==> src/rtcb_pkg.sv <==
// ==========================================================
// register map, field positions and reset values
package rtcb_pkg;
	localparam int ADDR_W = 5;
	localparam int DATA_W = 8;

	localparam logic [4:0] OFS_CONTROL_A    = 5'h00;
	localparam logic [4:0] OFS_SYNC_STATUS  = 5'h01;
	localparam logic [4:0] OFS_IRQ_ENABLE   = 5'h02;
	localparam logic [4:0] OFS_IRQ_FLAGS    = 5'h03;
	localparam logic [4:0] OFS_BYTE_LATCH   = 5'h04;
	localparam logic [4:0] OFS_DEBUG_CTRL   = 5'h05;
	localparam logic [4:0] OFS_CLOCK_SELECT = 5'h07;
	localparam logic [4:0] OFS_COUNT_LO     = 5'h08;
	localparam logic [4:0] OFS_COUNT_HI     = 5'h09;
	localparam logic [4:0] OFS_TOP_LO       = 5'h0a;
	localparam logic [4:0] OFS_TOP_HI       = 5'h0b;
	localparam logic [4:0] OFS_COMPARE_LO   = 5'h0c;
	localparam logic [4:0] OFS_COMPARE_HI   = 5'h0d;
	localparam logic [4:0] OFS_PER_CONTROL  = 5'h10;
	localparam logic [4:0] OFS_PER_STATUS   = 5'h11;
	localparam logic [4:0] OFS_PER_IRQ_EN   = 5'h12;
	localparam logic [4:0] OFS_PER_IRQ_FLAG = 5'h13;
	localparam logic [4:0] OFS_PER_DEBUG    = 5'h15;

	// control_a fields
	localparam int BIT_STANDBY_RUN = 7;
	localparam int BIT_DIV_HI      = 6;
	localparam int BIT_DIV_LO      = 3;
	localparam int BIT_ENABLE      = 0;
	localparam logic [7:0] CONTROL_A_MASK = 8'hf9;

	// sync slot indices; slots 0 to 3 are also the sync_status bits
	localparam int SYNC_CONTROL = 0;
	localparam int SYNC_COUNT   = 1;
	localparam int SYNC_TOP     = 2;
	localparam int SYNC_COMPARE = 3;
	localparam int SYNC_PERIODIC = 4;
	localparam int SYNC_SLOTS   = 5;

	// irq bits
	localparam int BIT_WRAP    = 0;
	localparam int BIT_COMPARE = 1;
	localparam int BIT_PERIODIC = 0;
	localparam int BIT_RUN_HALTED = 0;

	// periodic_control fields
	localparam int BIT_PER_HI = 6;
	localparam int BIT_PER_LO = 3;
	localparam int BIT_PER_EN = 0;
	localparam logic [7:0] PER_CONTROL_MASK = 8'h79;
	localparam logic [3:0] PER_CODE_OFF  = 4'h0;
	localparam logic [3:0] PER_CODE_RSVD = 4'hf;

	// tick source codes
	localparam logic [1:0] SRC_INT_FAST = 2'h0;
	localparam logic [1:0] SRC_INT_SLOW = 2'h1;
	localparam logic [1:0] SRC_RESERVED = 2'h2;
	localparam logic [1:0] SRC_EXT_PIN  = 2'h3;

	localparam logic [7:0]  RST_BYTE    = 8'h00;
	localparam logic [15:0] RST_COUNT   = 16'h0000;
	localparam logic [15:0] RST_TOP     = 16'hffff;
	localparam logic [15:0] RST_COMPARE = 16'h0000;
	localparam logic [1:0]  RST_SRC     = 2'h0;

	// slow ticks between a write and its effect
	localparam logic [1:0] SYNC_TICKS = 2'h2;
	localparam int PRESC_W = 15;
endpackage

==> src/rtcb_regbank.sv <==
// The strobed register port was chosen for this implementation.
`timescale 1ns/100ps
// How it works
// - standby bit keeps counter running in standby
// - divider field divides tick by two-power
// - divider change lands after two ticks
// - enable bit starts and stops counter
// - status shows compare and top pending
// - status shows count and control pending
// - compare enable gates compare interrupt
// - wrap enable gates wrap interrupt
// - compare match sets compare flag
// - wrap to zero sets wrap flag
// - write one clears flag, zero keeps
// - readable writable byte latch for 16-bit
// - one latch shared by all wide registers
// - interrupt held while flag and enable set
// - run bit keeps counting while cpu halted
// - two-bit select picks slow tick source
module rtcb_regbank #(
	parameter int CNT_W = 16
) (
	input  wire logic                      sys_clk,
	input  wire logic                      resetn,
	input  wire logic [rtcb_pkg::ADDR_W-1:0] reg_addr,
	input  wire logic [rtcb_pkg::DATA_W-1:0] reg_wdata,
	input  wire logic                      reg_write,
	input  wire logic                      reg_read,
	output logic      [rtcb_pkg::DATA_W-1:0] reg_rdata,
	input  wire logic                      tick_fast_pin,
	input  wire logic                      tick_slow_pin,
	input  wire logic                      tick_ext_pin,
	input  wire logic                      standby_sleep,
	input  wire logic                      cpu_halted,
	output logic                           irq
);

	// ==========================================================
	// register address decode
	// the three high-byte offsets share one decode term: they
	// all land in the byte latch, never in the wide register
	// itself, so a lone high write shows only in the latch until
	// its low byte follows
	// unmapped offsets match no term and so ignore writes
	wire logic wr_ctrl    = reg_write && reg_addr == rtcb_pkg::OFS_CONTROL_A;
	wire logic wr_ien     = reg_write && reg_addr == rtcb_pkg::OFS_IRQ_ENABLE;
	wire logic wr_iflg    = reg_write && reg_addr == rtcb_pkg::OFS_IRQ_FLAGS;
	wire logic wr_latch   = reg_write && reg_addr == rtcb_pkg::OFS_BYTE_LATCH;
	wire logic wr_dbg     = reg_write && reg_addr == rtcb_pkg::OFS_DEBUG_CTRL;
	wire logic wr_src     = reg_write && reg_addr == rtcb_pkg::OFS_CLOCK_SELECT;
	wire logic wr_cnt_lo  = reg_write && reg_addr == rtcb_pkg::OFS_COUNT_LO;
	wire logic wr_top_lo  = reg_write && reg_addr == rtcb_pkg::OFS_TOP_LO;
	wire logic wr_cmp_lo  = reg_write && reg_addr == rtcb_pkg::OFS_COMPARE_LO;
	wire logic wr_hi      = reg_write &&
		(reg_addr == rtcb_pkg::OFS_COUNT_HI ||
		 reg_addr == rtcb_pkg::OFS_TOP_HI ||
		 reg_addr == rtcb_pkg::OFS_COMPARE_HI);
	wire logic wr_pctl    = reg_write && reg_addr == rtcb_pkg::OFS_PER_CONTROL;
	wire logic wr_pien    = reg_write && reg_addr == rtcb_pkg::OFS_PER_IRQ_EN;
	wire logic wr_pflg    = reg_write && reg_addr == rtcb_pkg::OFS_PER_IRQ_FLAG;
	wire logic wr_pdbg    = reg_write && reg_addr == rtcb_pkg::OFS_PER_DEBUG;
	wire logic rd_cnt_lo  = reg_read && reg_addr == rtcb_pkg::OFS_COUNT_LO;
	wire logic rd_top_lo  = reg_read && reg_addr == rtcb_pkg::OFS_TOP_LO;
	wire logic rd_cmp_lo  = reg_read && reg_addr == rtcb_pkg::OFS_COMPARE_LO;

	// ==========================================================
	// software-visible storage
	// only the documented bits are kept; narrow fields are
	// stored at their own width so unused bits cannot hold state
	// wide registers keep the software copy apart from the value
	// in effect, which only changes once its sync slot drains
	logic [7:0]       control_a_r;
	logic [1:0]       irq_enable_r;
	logic [1:0]       irq_flags_r;
	logic [7:0]       byte_latch_r;
	logic             run_while_halted_r;
	logic [1:0]       tick_source_select_r;
	logic [7:0]       periodic_control_r;
	logic             periodic_irq_en_r;
	logic             periodic_irq_flag_r;
	logic             periodic_run_halted_r;
	logic [CNT_W-1:0] count_wr_r;
	logic [CNT_W-1:0] top_wr_r;
	logic [CNT_W-1:0] compare_wr_r;

	// values in effect on the counting side
	logic [7:0]       control_eff_r;
	logic [7:0]       periodic_eff_r;
	logic [CNT_W-1:0] counter_value_r;
	logic [CNT_W-1:0] top_eff_r;
	logic [CNT_W-1:0] compare_eff_r;
	logic [rtcb_pkg::PRESC_W-1:0] presc_r;

	// ==========================================================
	// tick source sampling: three stages, change taken when
	// the second and third stages agree
	// the agreed level starts low like an idle pin, so no false
	// edge follows reset; a pin must stay at each level for at
	// least two clocks or its edges are lost
	logic [2:0] src_pin;
	logic [2:0] s1_r;
	logic [2:0] s2_r;
	logic [2:0] s3_r;
	logic [2:0] lvl_r;
	logic [2:0] rise;
	assign src_pin = {tick_ext_pin, tick_slow_pin, tick_fast_pin};

	genvar gi;
	generate
		for (gi = 0; gi < 3; gi++) begin : g_pin
			always_ff @(posedge sys_clk or negedge resetn) begin
				if (!resetn) begin
					s1_r[gi]  <= 1'b0;
					s2_r[gi]  <= 1'b0;
					s3_r[gi]  <= 1'b0;
					lvl_r[gi] <= 1'b0;
				end else begin
					s1_r[gi] <= src_pin[gi];
					s2_r[gi] <= s1_r[gi];
					s3_r[gi] <= s2_r[gi];
					if (s2_r[gi] == s3_r[gi])
						lvl_r[gi] <= s3_r[gi];
				end
			end
			assign rise[gi] = s2_r[gi] && s3_r[gi] && !lvl_r[gi];
		end
	endgenerate

	// reserved code gives no tick at all
	wire logic tick =
		(tick_source_select_r == rtcb_pkg::SRC_INT_FAST) ? rise[0] :
		(tick_source_select_r == rtcb_pkg::SRC_INT_SLOW) ? rise[1] :
		(tick_source_select_r == rtcb_pkg::SRC_EXT_PIN)  ? rise[2] :
		1'b0;

	// ==========================================================
	// write synchronisation: a write parks in a slot, the slot
	// shows pending, and the value lands after two ticks
	// the wait counts ticks of the selected source only, so with
	// the reserved source code a pending write never drains;
	// software must pick a live source before it writes
	logic [rtcb_pkg::SYNC_SLOTS-1:0] sync_start;
	logic [rtcb_pkg::SYNC_SLOTS-1:0] sync_pend_r;
	logic [rtcb_pkg::SYNC_SLOTS-1:0] sync_apply;
	logic [1:0] sync_cnt_r [rtcb_pkg::SYNC_SLOTS];
	assign sync_start[rtcb_pkg::SYNC_CONTROL]  = wr_ctrl;
	assign sync_start[rtcb_pkg::SYNC_COUNT]    = wr_cnt_lo;
	assign sync_start[rtcb_pkg::SYNC_TOP]      = wr_top_lo;
	assign sync_start[rtcb_pkg::SYNC_COMPARE]  = wr_cmp_lo;
	assign sync_start[rtcb_pkg::SYNC_PERIODIC] = wr_pctl;

	generate
		for (gi = 0; gi < rtcb_pkg::SYNC_SLOTS; gi++) begin : g_sync
			// a fresh write restarts the wait so the newest value wins
			assign sync_apply[gi] = sync_pend_r[gi] && !sync_start[gi] &&
				tick && sync_cnt_r[gi] == rtcb_pkg::SYNC_TICKS - 2'h1;
			always_ff @(posedge sys_clk or negedge resetn) begin
				if (!resetn) begin
					sync_pend_r[gi] <= 1'b0;
					sync_cnt_r[gi]  <= 2'h0;
				end else if (sync_start[gi]) begin
					sync_pend_r[gi] <= 1'b1;
					sync_cnt_r[gi]  <= 2'h0;
				end else if (sync_apply[gi]) begin
					sync_pend_r[gi] <= 1'b0;
					sync_cnt_r[gi]  <= 2'h0;
				end else if (sync_pend_r[gi] && tick) begin
					sync_cnt_r[gi] <= sync_cnt_r[gi] + 2'h1;
				end
			end
		end
	endgenerate

	// ==========================================================
	// counting side
	// one shared prescaler feeds both the counter and the
	// periodic timer, so the first periodic event after enable
	// depends on where the prescaler stands at that moment
	// standby and halt gating act on the value in effect, not
	// on a control write that is still pending
	wire logic [3:0] div_code =
		control_eff_r[rtcb_pkg::BIT_DIV_HI:rtcb_pkg::BIT_DIV_LO];
	wire logic [3:0] per_code =
		periodic_eff_r[rtcb_pkg::BIT_PER_HI:rtcb_pkg::BIT_PER_LO];
	wire logic cnt_enable = control_eff_r[rtcb_pkg::BIT_ENABLE];
	wire logic pit_enable = periodic_eff_r[rtcb_pkg::BIT_PER_EN];
	wire logic cnt_allowed = cnt_enable &&
		!(standby_sleep && !control_eff_r[rtcb_pkg::BIT_STANDBY_RUN]) &&
		!(cpu_halted && !run_while_halted_r);
	wire logic pit_allowed = pit_enable &&
		!(cpu_halted && !periodic_run_halted_r);
	// prescaler is held at zero only when both users are off
	wire logic presc_run = tick && (cnt_allowed || pit_allowed);

	wire logic [rtcb_pkg::PRESC_W-1:0] div_mask =
		rtcb_pkg::PRESC_W'((32'h1 << div_code) - 32'h1);
	wire logic [rtcb_pkg::PRESC_W-1:0] pit_mask =
		rtcb_pkg::PRESC_W'((32'h1 << (per_code + 4'h1)) - 32'h1);
	// step when the low div_code bits are all ones
	wire logic cnt_step = presc_run && cnt_allowed &&
		(presc_r & div_mask) == div_mask;
	wire logic pit_event = presc_run && pit_allowed &&
		per_code != rtcb_pkg::PER_CODE_OFF &&
		per_code != rtcb_pkg::PER_CODE_RSVD &&
		(presc_r & pit_mask) == pit_mask;
	wire logic at_top = counter_value_r == top_eff_r;
	wire logic wrap_overflow = cnt_step && at_top;
	wire logic compare_match = cnt_step &&
		(at_top ? '0 : counter_value_r + 1'b1) == compare_eff_r;

	always_ff @(posedge sys_clk or negedge resetn) begin
		if (!resetn)
			presc_r <= '0;
		else if (!(cnt_allowed || pit_allowed))
			presc_r <= '0;
		else if (presc_run)
			presc_r <= presc_r + 1'b1;
	end

	always_ff @(posedge sys_clk or negedge resetn) begin
		if (!resetn)
			counter_value_r <= rtcb_pkg::RST_COUNT;
		else if (sync_apply[rtcb_pkg::SYNC_COUNT])
			counter_value_r <= count_wr_r;
		else if (wrap_overflow)
			counter_value_r <= '0;
		else if (cnt_step)
			counter_value_r <= counter_value_r + 1'b1;
	end

	always_ff @(posedge sys_clk or negedge resetn) begin
		if (!resetn) begin
			control_eff_r  <= rtcb_pkg::RST_BYTE;
			periodic_eff_r <= rtcb_pkg::RST_BYTE;
			top_eff_r      <= rtcb_pkg::RST_TOP;
			compare_eff_r  <= rtcb_pkg::RST_COMPARE;
		end else begin
			if (sync_apply[rtcb_pkg::SYNC_CONTROL])
				control_eff_r <= control_a_r;
			if (sync_apply[rtcb_pkg::SYNC_PERIODIC])
				periodic_eff_r <= periodic_control_r;
			if (sync_apply[rtcb_pkg::SYNC_TOP])
				top_eff_r <= top_wr_r;
			if (sync_apply[rtcb_pkg::SYNC_COMPARE])
				compare_eff_r <= compare_wr_r;
		end
	end

	// ==========================================================
	// software registers and the shared byte latch
	// control and periodic writes are masked here so readback
	// shows only the implemented bits
	// wide registers commit on the low-byte write: the high
	// half comes from the latch filled by the earlier high write
	wire logic [CNT_W-1:0] commit_val = {byte_latch_r, reg_wdata};

	always_ff @(posedge sys_clk or negedge resetn) begin
		if (!resetn) begin
			control_a_r          <= rtcb_pkg::RST_BYTE;
			irq_enable_r         <= 2'h0;
			run_while_halted_r   <= 1'b0;
			tick_source_select_r <= rtcb_pkg::RST_SRC;
			periodic_control_r   <= rtcb_pkg::RST_BYTE;
			periodic_irq_en_r    <= 1'b0;
			periodic_run_halted_r <= 1'b0;
			count_wr_r           <= rtcb_pkg::RST_COUNT;
			top_wr_r             <= rtcb_pkg::RST_TOP;
			compare_wr_r         <= rtcb_pkg::RST_COMPARE;
		end else begin
			// software waits for control pending clear first
			if (wr_ctrl)
				control_a_r <= reg_wdata & rtcb_pkg::CONTROL_A_MASK;
			if (wr_ien)
				irq_enable_r <= reg_wdata[1:0];
			if (wr_dbg)
				run_while_halted_r <= reg_wdata[rtcb_pkg::BIT_RUN_HALTED];
			if (wr_src)
				tick_source_select_r <= reg_wdata[1:0];
			if (wr_pctl)
				periodic_control_r <=
					reg_wdata & rtcb_pkg::PER_CONTROL_MASK;
			if (wr_pien)
				periodic_irq_en_r <= reg_wdata[rtcb_pkg::BIT_PERIODIC];
			if (wr_pdbg)
				periodic_run_halted_r <= reg_wdata[rtcb_pkg::BIT_RUN_HALTED];
			// low byte write commits both halves together
			if (wr_cnt_lo)
				count_wr_r <= commit_val;
			if (wr_top_lo)
				top_wr_r <= commit_val;
			if (wr_cmp_lo)
				compare_wr_r <= commit_val;
		end
	end

	// one latch serves every wide register, so interleaved
	// wide accesses from two contexts corrupt each other
	always_ff @(posedge sys_clk or negedge resetn) begin
		if (!resetn)
			byte_latch_r <= rtcb_pkg::RST_BYTE;
		else if (wr_latch || wr_hi)
			byte_latch_r <= reg_wdata;
		else if (rd_cnt_lo)
			byte_latch_r <= counter_value_r[15:8];
		else if (rd_top_lo)
			byte_latch_r <= top_wr_r[15:8];
		else if (rd_cmp_lo)
			byte_latch_r <= compare_wr_r[15:8];
	end

	// ==========================================================
	// sticky flags: a set in the clearing cycle wins
	// losing an event is worse than one spurious interrupt, so
	// a clear that meets a new event leaves the flag set
	// flags set whatever the enables say; the enables only gate
	// the interrupt output
	wire logic [1:0] evt = {compare_match, wrap_overflow};
	wire logic [1:0] clr = wr_iflg ? reg_wdata[1:0] : 2'h0;

	always_ff @(posedge sys_clk or negedge resetn) begin
		if (!resetn) begin
			irq_flags_r         <= 2'h0;
			periodic_irq_flag_r <= 1'b0;
		end else begin
			irq_flags_r <= (irq_flags_r & ~clr) | evt;
			periodic_irq_flag_r <= (periodic_irq_flag_r &
				~(wr_pflg && reg_wdata[rtcb_pkg::BIT_PERIODIC])) | pit_event;
		end
	end

	// held as long as an enabled flag stays set
	assign irq = |(irq_flags_r & irq_enable_r) ||
		(periodic_irq_flag_r && periodic_irq_en_r);

	// ==========================================================
	// read path, data one cycle after the strobe
	// read data return to zero outside the answer slot, so a
	// stale value is never mistaken for a fresh read
	// a low-byte read of a wide register also loads the latch,
	// which is why the high half must be read second
	wire logic [7:0] status_val = {4'h0,
		sync_pend_r[rtcb_pkg::SYNC_COMPARE],
		sync_pend_r[rtcb_pkg::SYNC_TOP],
		sync_pend_r[rtcb_pkg::SYNC_COUNT],
		sync_pend_r[rtcb_pkg::SYNC_CONTROL]};
	wire logic [7:0] rd_mux =
		(reg_addr == rtcb_pkg::OFS_CONTROL_A) ? control_a_r :
		(reg_addr == rtcb_pkg::OFS_SYNC_STATUS) ? status_val :
		(reg_addr == rtcb_pkg::OFS_IRQ_ENABLE) ? {6'h0, irq_enable_r} :
		(reg_addr == rtcb_pkg::OFS_IRQ_FLAGS) ? {6'h0, irq_flags_r} :
		(reg_addr == rtcb_pkg::OFS_BYTE_LATCH) ? byte_latch_r :
		(reg_addr == rtcb_pkg::OFS_DEBUG_CTRL) ?
			{7'h0, run_while_halted_r} :
		(reg_addr == rtcb_pkg::OFS_CLOCK_SELECT) ?
			{6'h0, tick_source_select_r} :
		(reg_addr == rtcb_pkg::OFS_COUNT_LO) ? counter_value_r[7:0] :
		(reg_addr == rtcb_pkg::OFS_TOP_LO) ? top_wr_r[7:0] :
		(reg_addr == rtcb_pkg::OFS_COMPARE_LO) ? compare_wr_r[7:0] :
		(reg_addr == rtcb_pkg::OFS_COUNT_HI ||
		 reg_addr == rtcb_pkg::OFS_TOP_HI ||
		 reg_addr == rtcb_pkg::OFS_COMPARE_HI) ? byte_latch_r :
		(reg_addr == rtcb_pkg::OFS_PER_CONTROL) ? periodic_control_r :
		(reg_addr == rtcb_pkg::OFS_PER_STATUS) ?
			{7'h0, sync_pend_r[rtcb_pkg::SYNC_PERIODIC]} :
		(reg_addr == rtcb_pkg::OFS_PER_IRQ_EN) ?
			{7'h0, periodic_irq_en_r} :
		(reg_addr == rtcb_pkg::OFS_PER_IRQ_FLAG) ?
			{7'h0, periodic_irq_flag_r} :
		(reg_addr == rtcb_pkg::OFS_PER_DEBUG) ?
			{7'h0, periodic_run_halted_r} :
		8'h00;

	always_ff @(posedge sys_clk or negedge resetn) begin
		if (!resetn)
			reg_rdata <= 8'h00;
		else
			reg_rdata <= reg_read ? rd_mux : 8'h00;
	end

endmodule

==> config.mk <==
export PLATFORM = sky130hd
export DESIGN_NAME = rtcb_regbank
export DESIGN_NICKNAME = d
export VERILOG_FILES = /design/src/rtcb_pkg.sv /design/src/rtcb_regbank.sv
export SDC_FILE = /design/constraint.sdc
export NUM_CORES = 1
export LEC_CHECK = 0
export BUFFER_PORTS_ARGS = -buffer_cell sky130_fd_sc_hd__buf_2
export CAP_MARGIN = 25
export CELL_PAD_IN_SITES_DETAIL_PLACEMENT = 1
export CELL_PAD_IN_SITES_GLOBAL_PLACEMENT = 1
export CORE_MARGIN = 4
export CORE_UTILIZATION = 53
export DETAILED_ROUTE_END_ITERATION = 7
export PLACE_DENSITY_LB_ADDON = 0.1
export SLEW_MARGIN = 20
export SYNTH_ARGS = -nofsm -noshare
export SYNTH_HDL_FRONTEND = slang
export SYNTH_SLANG_ARGS = --single-unit
==> constraint.sdc <==
create_clock -name sys_clk -period 5.1 [get_ports sys_clk]
set_input_delay 0.51 -clock sys_clk [delete_from_list [all_inputs] [get_ports sys_clk]]
set_output_delay 0.51 -clock sys_clk [all_outputs]
set_load 0.02 [all_outputs]
==> metrics.md, run 1 <==
| Metric | Value |
|---|---|
| Switching part of the total power | 39.4% |
| Yosys Warn Count | 0 |
| Drc violations | 0 |
| Critical Path Start Type | flip-flop |
| Pin count of the biggest net entering global routing | 103 |
| Setup bufs post-CTS | 0 |
| # resized after CTS | 0 |
| Tightest Hold Check Type | primary input to async pin |
| Pwr dens | 524 nW/um2 |
| Core Region | 18300 um2 |
| Worst-Margin Slew | 955 ps |
| Final-report max-slew violation count | 0 |
| Drt total wl | 30300 um |
| Yosys cell types | 70 |
| Die Y-Extent | 145 um |
| Post-synth top flop | dfrtp_1 |
| CTS tree | yes |
| CTS hold repair buffers | 0 |
| CTS Root Cell | clkbuf_16 |
| Max-cap violations | 0 |
| Crit Path Max Fanout | 16 |
| RSZ-0062 raised after global routing | false |
| Clk_skew | 16.7 ps |
| Sequential share of power | 44.5% |
| Worst-path clk slew | 80 ps |
| Vias in the first global route | 8396 |
| Maximum VDD drop | 0.316 mV |
| H-Tree Depth | 4 |
| HPWL Detailed | 20700 um |
| Tcrit/Tclk final | 72.2% |
| Global routing usage on met3 | 5.83% |
| Synthesized area per cell | 9.73 um2 |
| Post-DRT Antenna Nets | 0 |
| Fmax | 272 MHz |
| Tmin final | 3680 ps |
| Syn Std Cell Area | 9990 um2 |
| Area growth from synthesis to layout | 8.43% |
| Sequential fraction of the synthesis area | 47.0% |
| Global route total overflow | 0 |
| Rows | 49 |
| Total CTS buffers | 17 |
| Setup TNS | 0 ps |
| Status | complete, no violations |
| Comb pwr share | 30.3% |
| Final setup violation count | 0 |
| Post-synthesis cell count | 1026 |
| WS Path Type | flip-flop to flip-flop |
| Max-slew headroom | 36.3% |
| Initial drt markers | 726 |
| Initial antenna violation count | 0 |
| Worst Path Required | 5470 ps |
| Critical Path AT | 4050 ps |
| First-pass GRT wire length | 48400 um |
| Internal | 3.44 mW |
| Vias | 8136 |
| CTS max path bufs | 2 |
| P_leak | 4.63 nW |
| P_sw | 2.24 mW |
| First-pass iteration count of the detailed router | 5 |
| Clk pwr share | 25.2% |
| Starting density of the core | 54.7% |
| Nets | 1043 |
| Met2 Use GR | 44.3% |
| Worst Setup End Kind | flip-flop |
| Ys async rst share | 100% |
| Clk sink count | 186 |
| Die area | 21100 um2 |
| # IOs | 31 |
| Die width | 145 um |
| Met1 Resource Use GR | 41.7% |
| Critical-path top delay cell | or2_0 |
| Vias per cell | 6.48 |
| Final core utilization | 59.3% |
| Syn_nets | 1055 |
| Antenna diode count | 0 |
| Clk_lat worst skew | 460 ps |
| Cell Chain, Critical Path | nor3_1 -> nand2b_1 -> ha_1 -> nor4b_1 -> a21oi_1 -> a2bb2oi_1 -> o2111ai_1 -> or2_0 -> o21ai_0 -> a31oi_1 |
| Busiest grt layer | met2 |
| Global placement routability congestion | 0.861 |
| Layout cell share with drive strength beyond 1 | 19.8% |
| EDFF count, synth | 0 |
| Final hold viol count | 0 |
| Wire per inst | 24.1 um |
| Max incr delay on CP | 800 ps |
| Yosys reg bits | 186 |
| Total track usage | 29.1% |
| I/O Buffers | 30 |
[layout make-up]
cell class	count	area, um2
Sequential cell	186	4690
Tap cell	229	287
Timing Repair Buffer	41	241
Inverter	10	37.5
Clock inverter	14	194
Clock buffer	18	450
Fill cell	2010	7440
Multi-Input combinational cell	758	4920
[routing by layer]
layer / part of all wire [%] / routed length (um)
met5: 0 / 0
met4: 2.8 / 856
met3: 6.9 / 2080
met2: 45 / 13700
met1: 45 / 13700
[worst max-delay path: cells and delay by family, from the launching register on]
family                     cells  cell delay (ps)
AOI/OAI and AO/OA              5             1110
adders and majority gates      1              330
DFF                            1              520
and+or+nand+nor                4             1630
[cell families after synthesis]
| group | after synthesis | share of synthesized area (%) |
|---|---|---|
| multiplexers | 91 | 10.2 |
| buffers and inverters | 82 | 3.68 |
| AND/OR/NAND/NOR | 410 | 20.4 |
| flip-flops | 186 | 47.0 |
| adder cells (fa/ha/maj) | 7 | 0.877 |
| XOR/XNOR | 61 | 5.35 |
| AO/OA/AOI/OAI | 189 | 12.5 |
[sequential cells by signal, summed over array words and instances (netlist names), 3 cells and up]
register	cells
count_wr_r	16
compare_eff_r	16
compare_wr_r	16
periodic_control_r	5
lvl_r	3
s3_r	3
control_a_r	6
top_wr_r	16
presc_r	15
byte_latch_r	8
control_eff_r	6
top_eff_r	16
sync_cnt_r	10
counter_value_r	16
status_val	4
reg_rdata	8
periodic_eff_r	5
s1_r	3
s2_r	3
[cells in the final DEF, fill, tap and decap left out, types with 10 or more instances in the layout]
master | synthesis | final
a21oi_1 | 37 | 37
a31oi_1 | 19 | 19
and3_1 | 12 | 12
buf_2 | 24 | 29
buf_4 | 8 | 11
clkbuf_16 | 0 | 18
dfrtp_1 | 154 | 154
dfstp_2 | 32 | 32
inv_1 | 10 | 10
mux2_2 | 84 | 84
nand2_1 | 166 | 166
nand2b_1 | 16 | 16
nand3_1 | 23 | 23
nand4_1 | 14 | 14
nor2_1 | 88 | 88
nor3_1 | 21 | 21
o21ai_0 | 43 | 43
o22ai_1 | 16 | 16
xnor2_1 | 41 | 41
xor2_1 | 20 | 20
[cells in the mapped netlist (7+ instances only)]
| cell type | number | share of area, % |
|---|---|---|
| a21oi_1 | 37 | 1.9 |
| a31oi_1 | 19 | 1.2 |
| and3_1 | 12 | 0.75 |
| buf_1 | 7 | 0.26 |
| buf_2 | 24 | 1.2 |
| buf_4 | 8 | 0.60 |
| clkbuf_1 | 33 | 1.2 |
| dfrtp_1 | 154 | 39 |
| dfstp_2 | 32 | 8.4 |
| ha_1 | 7 | 0.88 |
| inv_1 | 10 | 0.38 |
| mux2_2 | 84 | 9.5 |
| mux2i_1 | 7 | 0.70 |
| nand2_1 | 166 | 6.2 |
| nand2b_1 | 16 | 1.0 |
| nand3_1 | 23 | 1.2 |
| nand3b_1 | 9 | 0.68 |
| nand4_1 | 14 | 0.88 |
| nor2_1 | 88 | 3.3 |
| nor3_1 | 21 | 1.1 |
| nor4b_1 | 9 | 0.79 |
| o2111ai_1 | 8 | 0.70 |
| o211ai_1 | 8 | 0.60 |
| o21a_1 | 8 | 0.60 |
| o21ai_0 | 43 | 2.2 |
| o22ai_1 | 16 | 1.0 |
| or3_1 | 9 | 0.56 |
| xnor2_1 | 41 | 3.6 |
| xor2_1 | 20 | 1.8 |
[power by group through the flow]
stage	sequential [mW]	clock, mW	combinational [mW]
final	2.53	1.43	1.72
after global routing	2.57	1.52	1.90
after CTS	2.50	1.45	1.72
after detailed placement	2.52	0	1.68
after global placement	2.49	0	1.61
after floorplan	2.13	0	1.56
[path summary, 6_finish.rpt]
kind,startpoint,end,slack (ps),depth (start not counted)
worst max-delay path,control_eff_r[6],counter_value_r[2],1420,10
worst min-delay path,resetn,counter_value_r[9],150,1
worst max register to register,control_eff_r[6],counter_value_r[2],1420,10
worst min register to register,s1_r[0],s2_r[0],360,0
max in group asynchronous,resetn,sync_cnt_r[1],3850,2
min in group sys_clk,tick_ext_pin,s1_r[2],160,1
[through the flow]
step	power, mW	worst slack, ps	cells	hold slack (ps)	instance area (um2)
final	5.68	1420	1256	148	10800
after global routing	5.99	1040	1256	149	10800
after CTS	5.66	1450	1256	155	10800
after detailed placement	4.20	1460	1224	340	10200
after global placement	4.10	1650	1224	335	10200
after floorplan	3.68	2250	1026	214	9990
Power figures use the tool's default switching activity.
==> inputs of run 2 (changes only) <==
--- a/config.mk
+++ b/config.mk
@@ -10,7 +10,7 @@
 export CELL_PAD_IN_SITES_DETAIL_PLACEMENT = 1
 export CELL_PAD_IN_SITES_GLOBAL_PLACEMENT = 1
 export CORE_MARGIN = 4
-export CORE_UTILIZATION = 53
+export CORE_UTILIZATION = 50
 export DETAILED_ROUTE_END_ITERATION = 7
 export PLACE_DENSITY_LB_ADDON = 0.1
 export SLEW_MARGIN = 20
==> constraint.sdc (replaced) <==
create_clock -name sys_clk -period 3.55 [get_ports sys_clk]
set_input_delay 0.355 -clock sys_clk [delete_from_list [all_inputs] [get_ports sys_clk]]
set_output_delay 0.355 -clock sys_clk [all_outputs]
set_load 0.02 [all_outputs]
==> metrics.md, run 2 (synthesis gave the netlist of run 1 again) <==
| Metric | Value |
|---|---|
| Global placement routability congestion | 0.867 (+0.70%) |
| Wire per inst | 23.0 um (-4.8%) |
| Final hold viol count | 26 (+26) |
| Die Y-Extent | 149 um (+2.8%) |
| Initial drt markers | 594 (-18%) |
| Critical Path AT | 3450 ps (-600 ps) |
| Maximum VDD drop | 0.398 mV (+26%) |
| Drt total wl | 30100 um (-0.67%) |
| Worst Setup End Kind | flip-flop |
| Critical Path Start Type | flip-flop |
| Reg-to-reg setup timing slack | 450 ps (-970 ps) |
| Clk_skew | 15.1 ps (-1.56 ps) |
| Initial antenna violation count | 0 (unchanged) |
| Core Region | 19500 um2 (+6.9%) |
| Starting density of the core | 51.1% (-3.5 points) |
| Max-cap violations | 0 (unchanged) |
| Worst-path clk slew | 70 ps (about the same) |
| Most frequent cells in the layout | nand2_1 (166), dfrtp_1 (154), nor2_1 (88) |
| First-pass iteration count of the detailed router | 6 (+1) |
| Worst Path Required | 3900 ps (-1570 ps) |
| H-Tree Depth | 4 (unchanged) |
| Total CTS buffers | 17 (unchanged) |
| Tcrit/Tclk final | 87.4% (+15 points) |
| Failing checks | hold timing |
| Setup bufs post-CTS | 0 (unchanged) |
| Worst-Margin Slew | 825 ps (-130 ps) |
| Critical-path top delay cell | dfrtp_1 |
| Drc violations | 0 (unchanged) |
| Area growth from synthesis to layout | 9.81% |
| Clk sink count | 186 (unchanged) |
| Vias per cell | 6.17 (-4.8%) |
| Final-report max-slew violation count | 0 (unchanged) |
| Global route total overflow | 0 (unchanged) |
| Die width | 149 um (+2.8%) |
| Max-slew headroom | 45.0% (+8.6 points) |
| HPWL Detailed | 21500 um (+3.7%) |
| CTS hold repair buffers | 0 (unchanged) |
| CTS Root Cell | clkbuf_16 |
| Clk_lat worst skew | 440 ps (-20 ps) |
| Worst R2R Start | control_eff_r[5] |
| Worst Hold Slack | -44.1 ps (-192 ps) |
| P_leak | 4.70 nW (+1.5%) |
| CTS tree | yes |
| R2r endpoint | counter_value_r[9] |
| Reg area | 4690 um2 (unchanged) |
| Final core utilization | 56.2% (-3.1 points) |
| Vias | 8085 (-0.63%) |
| Vias in the first global route | 8331 (-0.77%) |
| Total track usage | 28.2% (-0.86 points) |
| Crit Path Max Fanout | 14 (-2) |
| Fmax | 322 MHz (+19%) |
| Cell Chain, Critical Path | nor3_2 -> nand2_1 -> ha_1 -> nor4b_1 -> a21oi_1 -> a2bb2oi_1 -> o2111ai_1 -> or2_0 -> buf_4 -> o21ai_0 -> a31oi_1 |
| RSZ-0062 raised after global routing | false |
| Layout cell share with drive strength beyond 1 | 21.2% (+1.5 points) |
| Rows | 51 (+4.1%) |
| Die area | 22300 um2 (+5.7%) |
| Max incr delay on CP | 510 ps (-290 ps) |
| Register-to-Register Path Depth | 11 (+1) |
| CTS max path bufs | 2 (unchanged) |
| Post-DRT Antenna Nets | 0 (unchanged) |
| Multi-input logic area | 4930 um2 (+0.10%) |
| Commonest non-fill, non-tap cell in the layout | nand2_1 |
| # IOs | 31 (unchanged) |
| Tightest Hold Check Type | primary input to async pin |
| Tmin final | 3100 ps (-579 ps) |
| Nets | 1062 (+1.8%) |
| Antenna diode count | 0 (unchanged) |
| FILL cells | 2225 (+11%) |
| First-pass GRT wire length | 48100 um (-0.80%) |
| I/O Buffers | 30 (unchanged) |
| WS Path Type | flip-flop to flip-flop |
| Pin count of the biggest net entering global routing | 84 (-18%) |
| Setup TNS | 0 ps (unchanged) |
| Pwr dens | 736 nW/um2 (+40%) |
| Status | finished, violations left |
| Final setup violation count | 0 (unchanged) |
==> run 2: cell count changes in the layout (fill, tap and decap cells not counted), sizes merged <==
cell / previous run / this run
buf: 40 / 59
clkinv: 7 / 3
inv: 16 / 19
bufinv: 1 / 0
clkbuf: 19 / 20
clkinvlp: 0 / 1
==> run 2: critical path, delay by kind of cell (launching register included) <==
| family | cells | cell delay [ps] |
|---|---|---|
| compound gates | 5 | 1000 |
| fa+ha+maj | 1 | 320 |
| buf+inv | 1 | 230 |
| flops | 1 | 510 |
| simple gates | 4 | 950 |
==> run 2: area by class of cell <==
type | instances | area share, %
well taps | 265 | 3.02
multi-input cells | 758 | 44.9
clock inverters | 13 | 1.12
clock buffers | 19 | 4.14
inverters | 10 | 0.342
flip-flops and latches | 186 | 42.8
repair buffers | 60 | 3.62
==> run 2: report_power, final <==
group          internal, mW  leakage (nW)  switching, mW  total [mW]
Clock                 0.971         0.283          0.905        1.88
Sequential             2.72          2.32          0.745        3.47
Combinational          1.24          2.10           1.49        2.72
Total                  4.93          4.70           3.14        8.07
==> run 2: layer usage <==
layer	global-route usage (%)	part of all wire, %	vias to the layer above
met3	3.74	5.9	53
met5	0	0	-
met1	41.7	45	4126
met2	42.9	46	253
li1	-	-	3653
met4	9.84	2.7	0
==> run 2: what timing repair did <==
| action | in CTS | in global routing |
|---|---|---|
| gates resized for setup | 0 | 1 |
| endpoints found under the setup margin | 0 | 5 |
| endpoints found under the hold margin | 0 | 0 |
==> run 2: per-stage QoR <==
step | power [mW] | hold slack [ps] | cells | instance area [um2] | worst slack (ps)
floorplan | 5.29 | 59.4 | 1026 | 9990 | 697
global placement | 6.01 | 332 | 1279 | 10400 | 597
detailed placement | 6.16 | 341 | 1279 | 10400 | 339
CTS | 8.07 | 1.64 | 1311 | 11000 | 274
global route | 8.56 | 14.2 | 1311 | 11000 | 199
finish | 8.07 | -44.1 | 1311 | 11000 | 447
==> run 2: worst max path at each step <==
| stage | startpoint | to | slack [ps] | cells past startpoint |
|---|---|---|---|---|
| final | control_eff_r[5] | counter_value_r[9] | 450 | 11 |
| after global routing | control_eff_r[5] | counter_value_r[2] | 200 | 11 |
| after CTS | control_eff_r[5] | counter_value_r[9] | 270 | 11 |
| after detailed placement | control_eff_r[5] | counter_value_r[3] | 340 | 11 |
| after global placement | control_eff_r[5] | counter_value_r[2] | 600 | 11 |
| after floorplan | control_eff_r[6] | counter_value_r[9] | 700 | 14 |
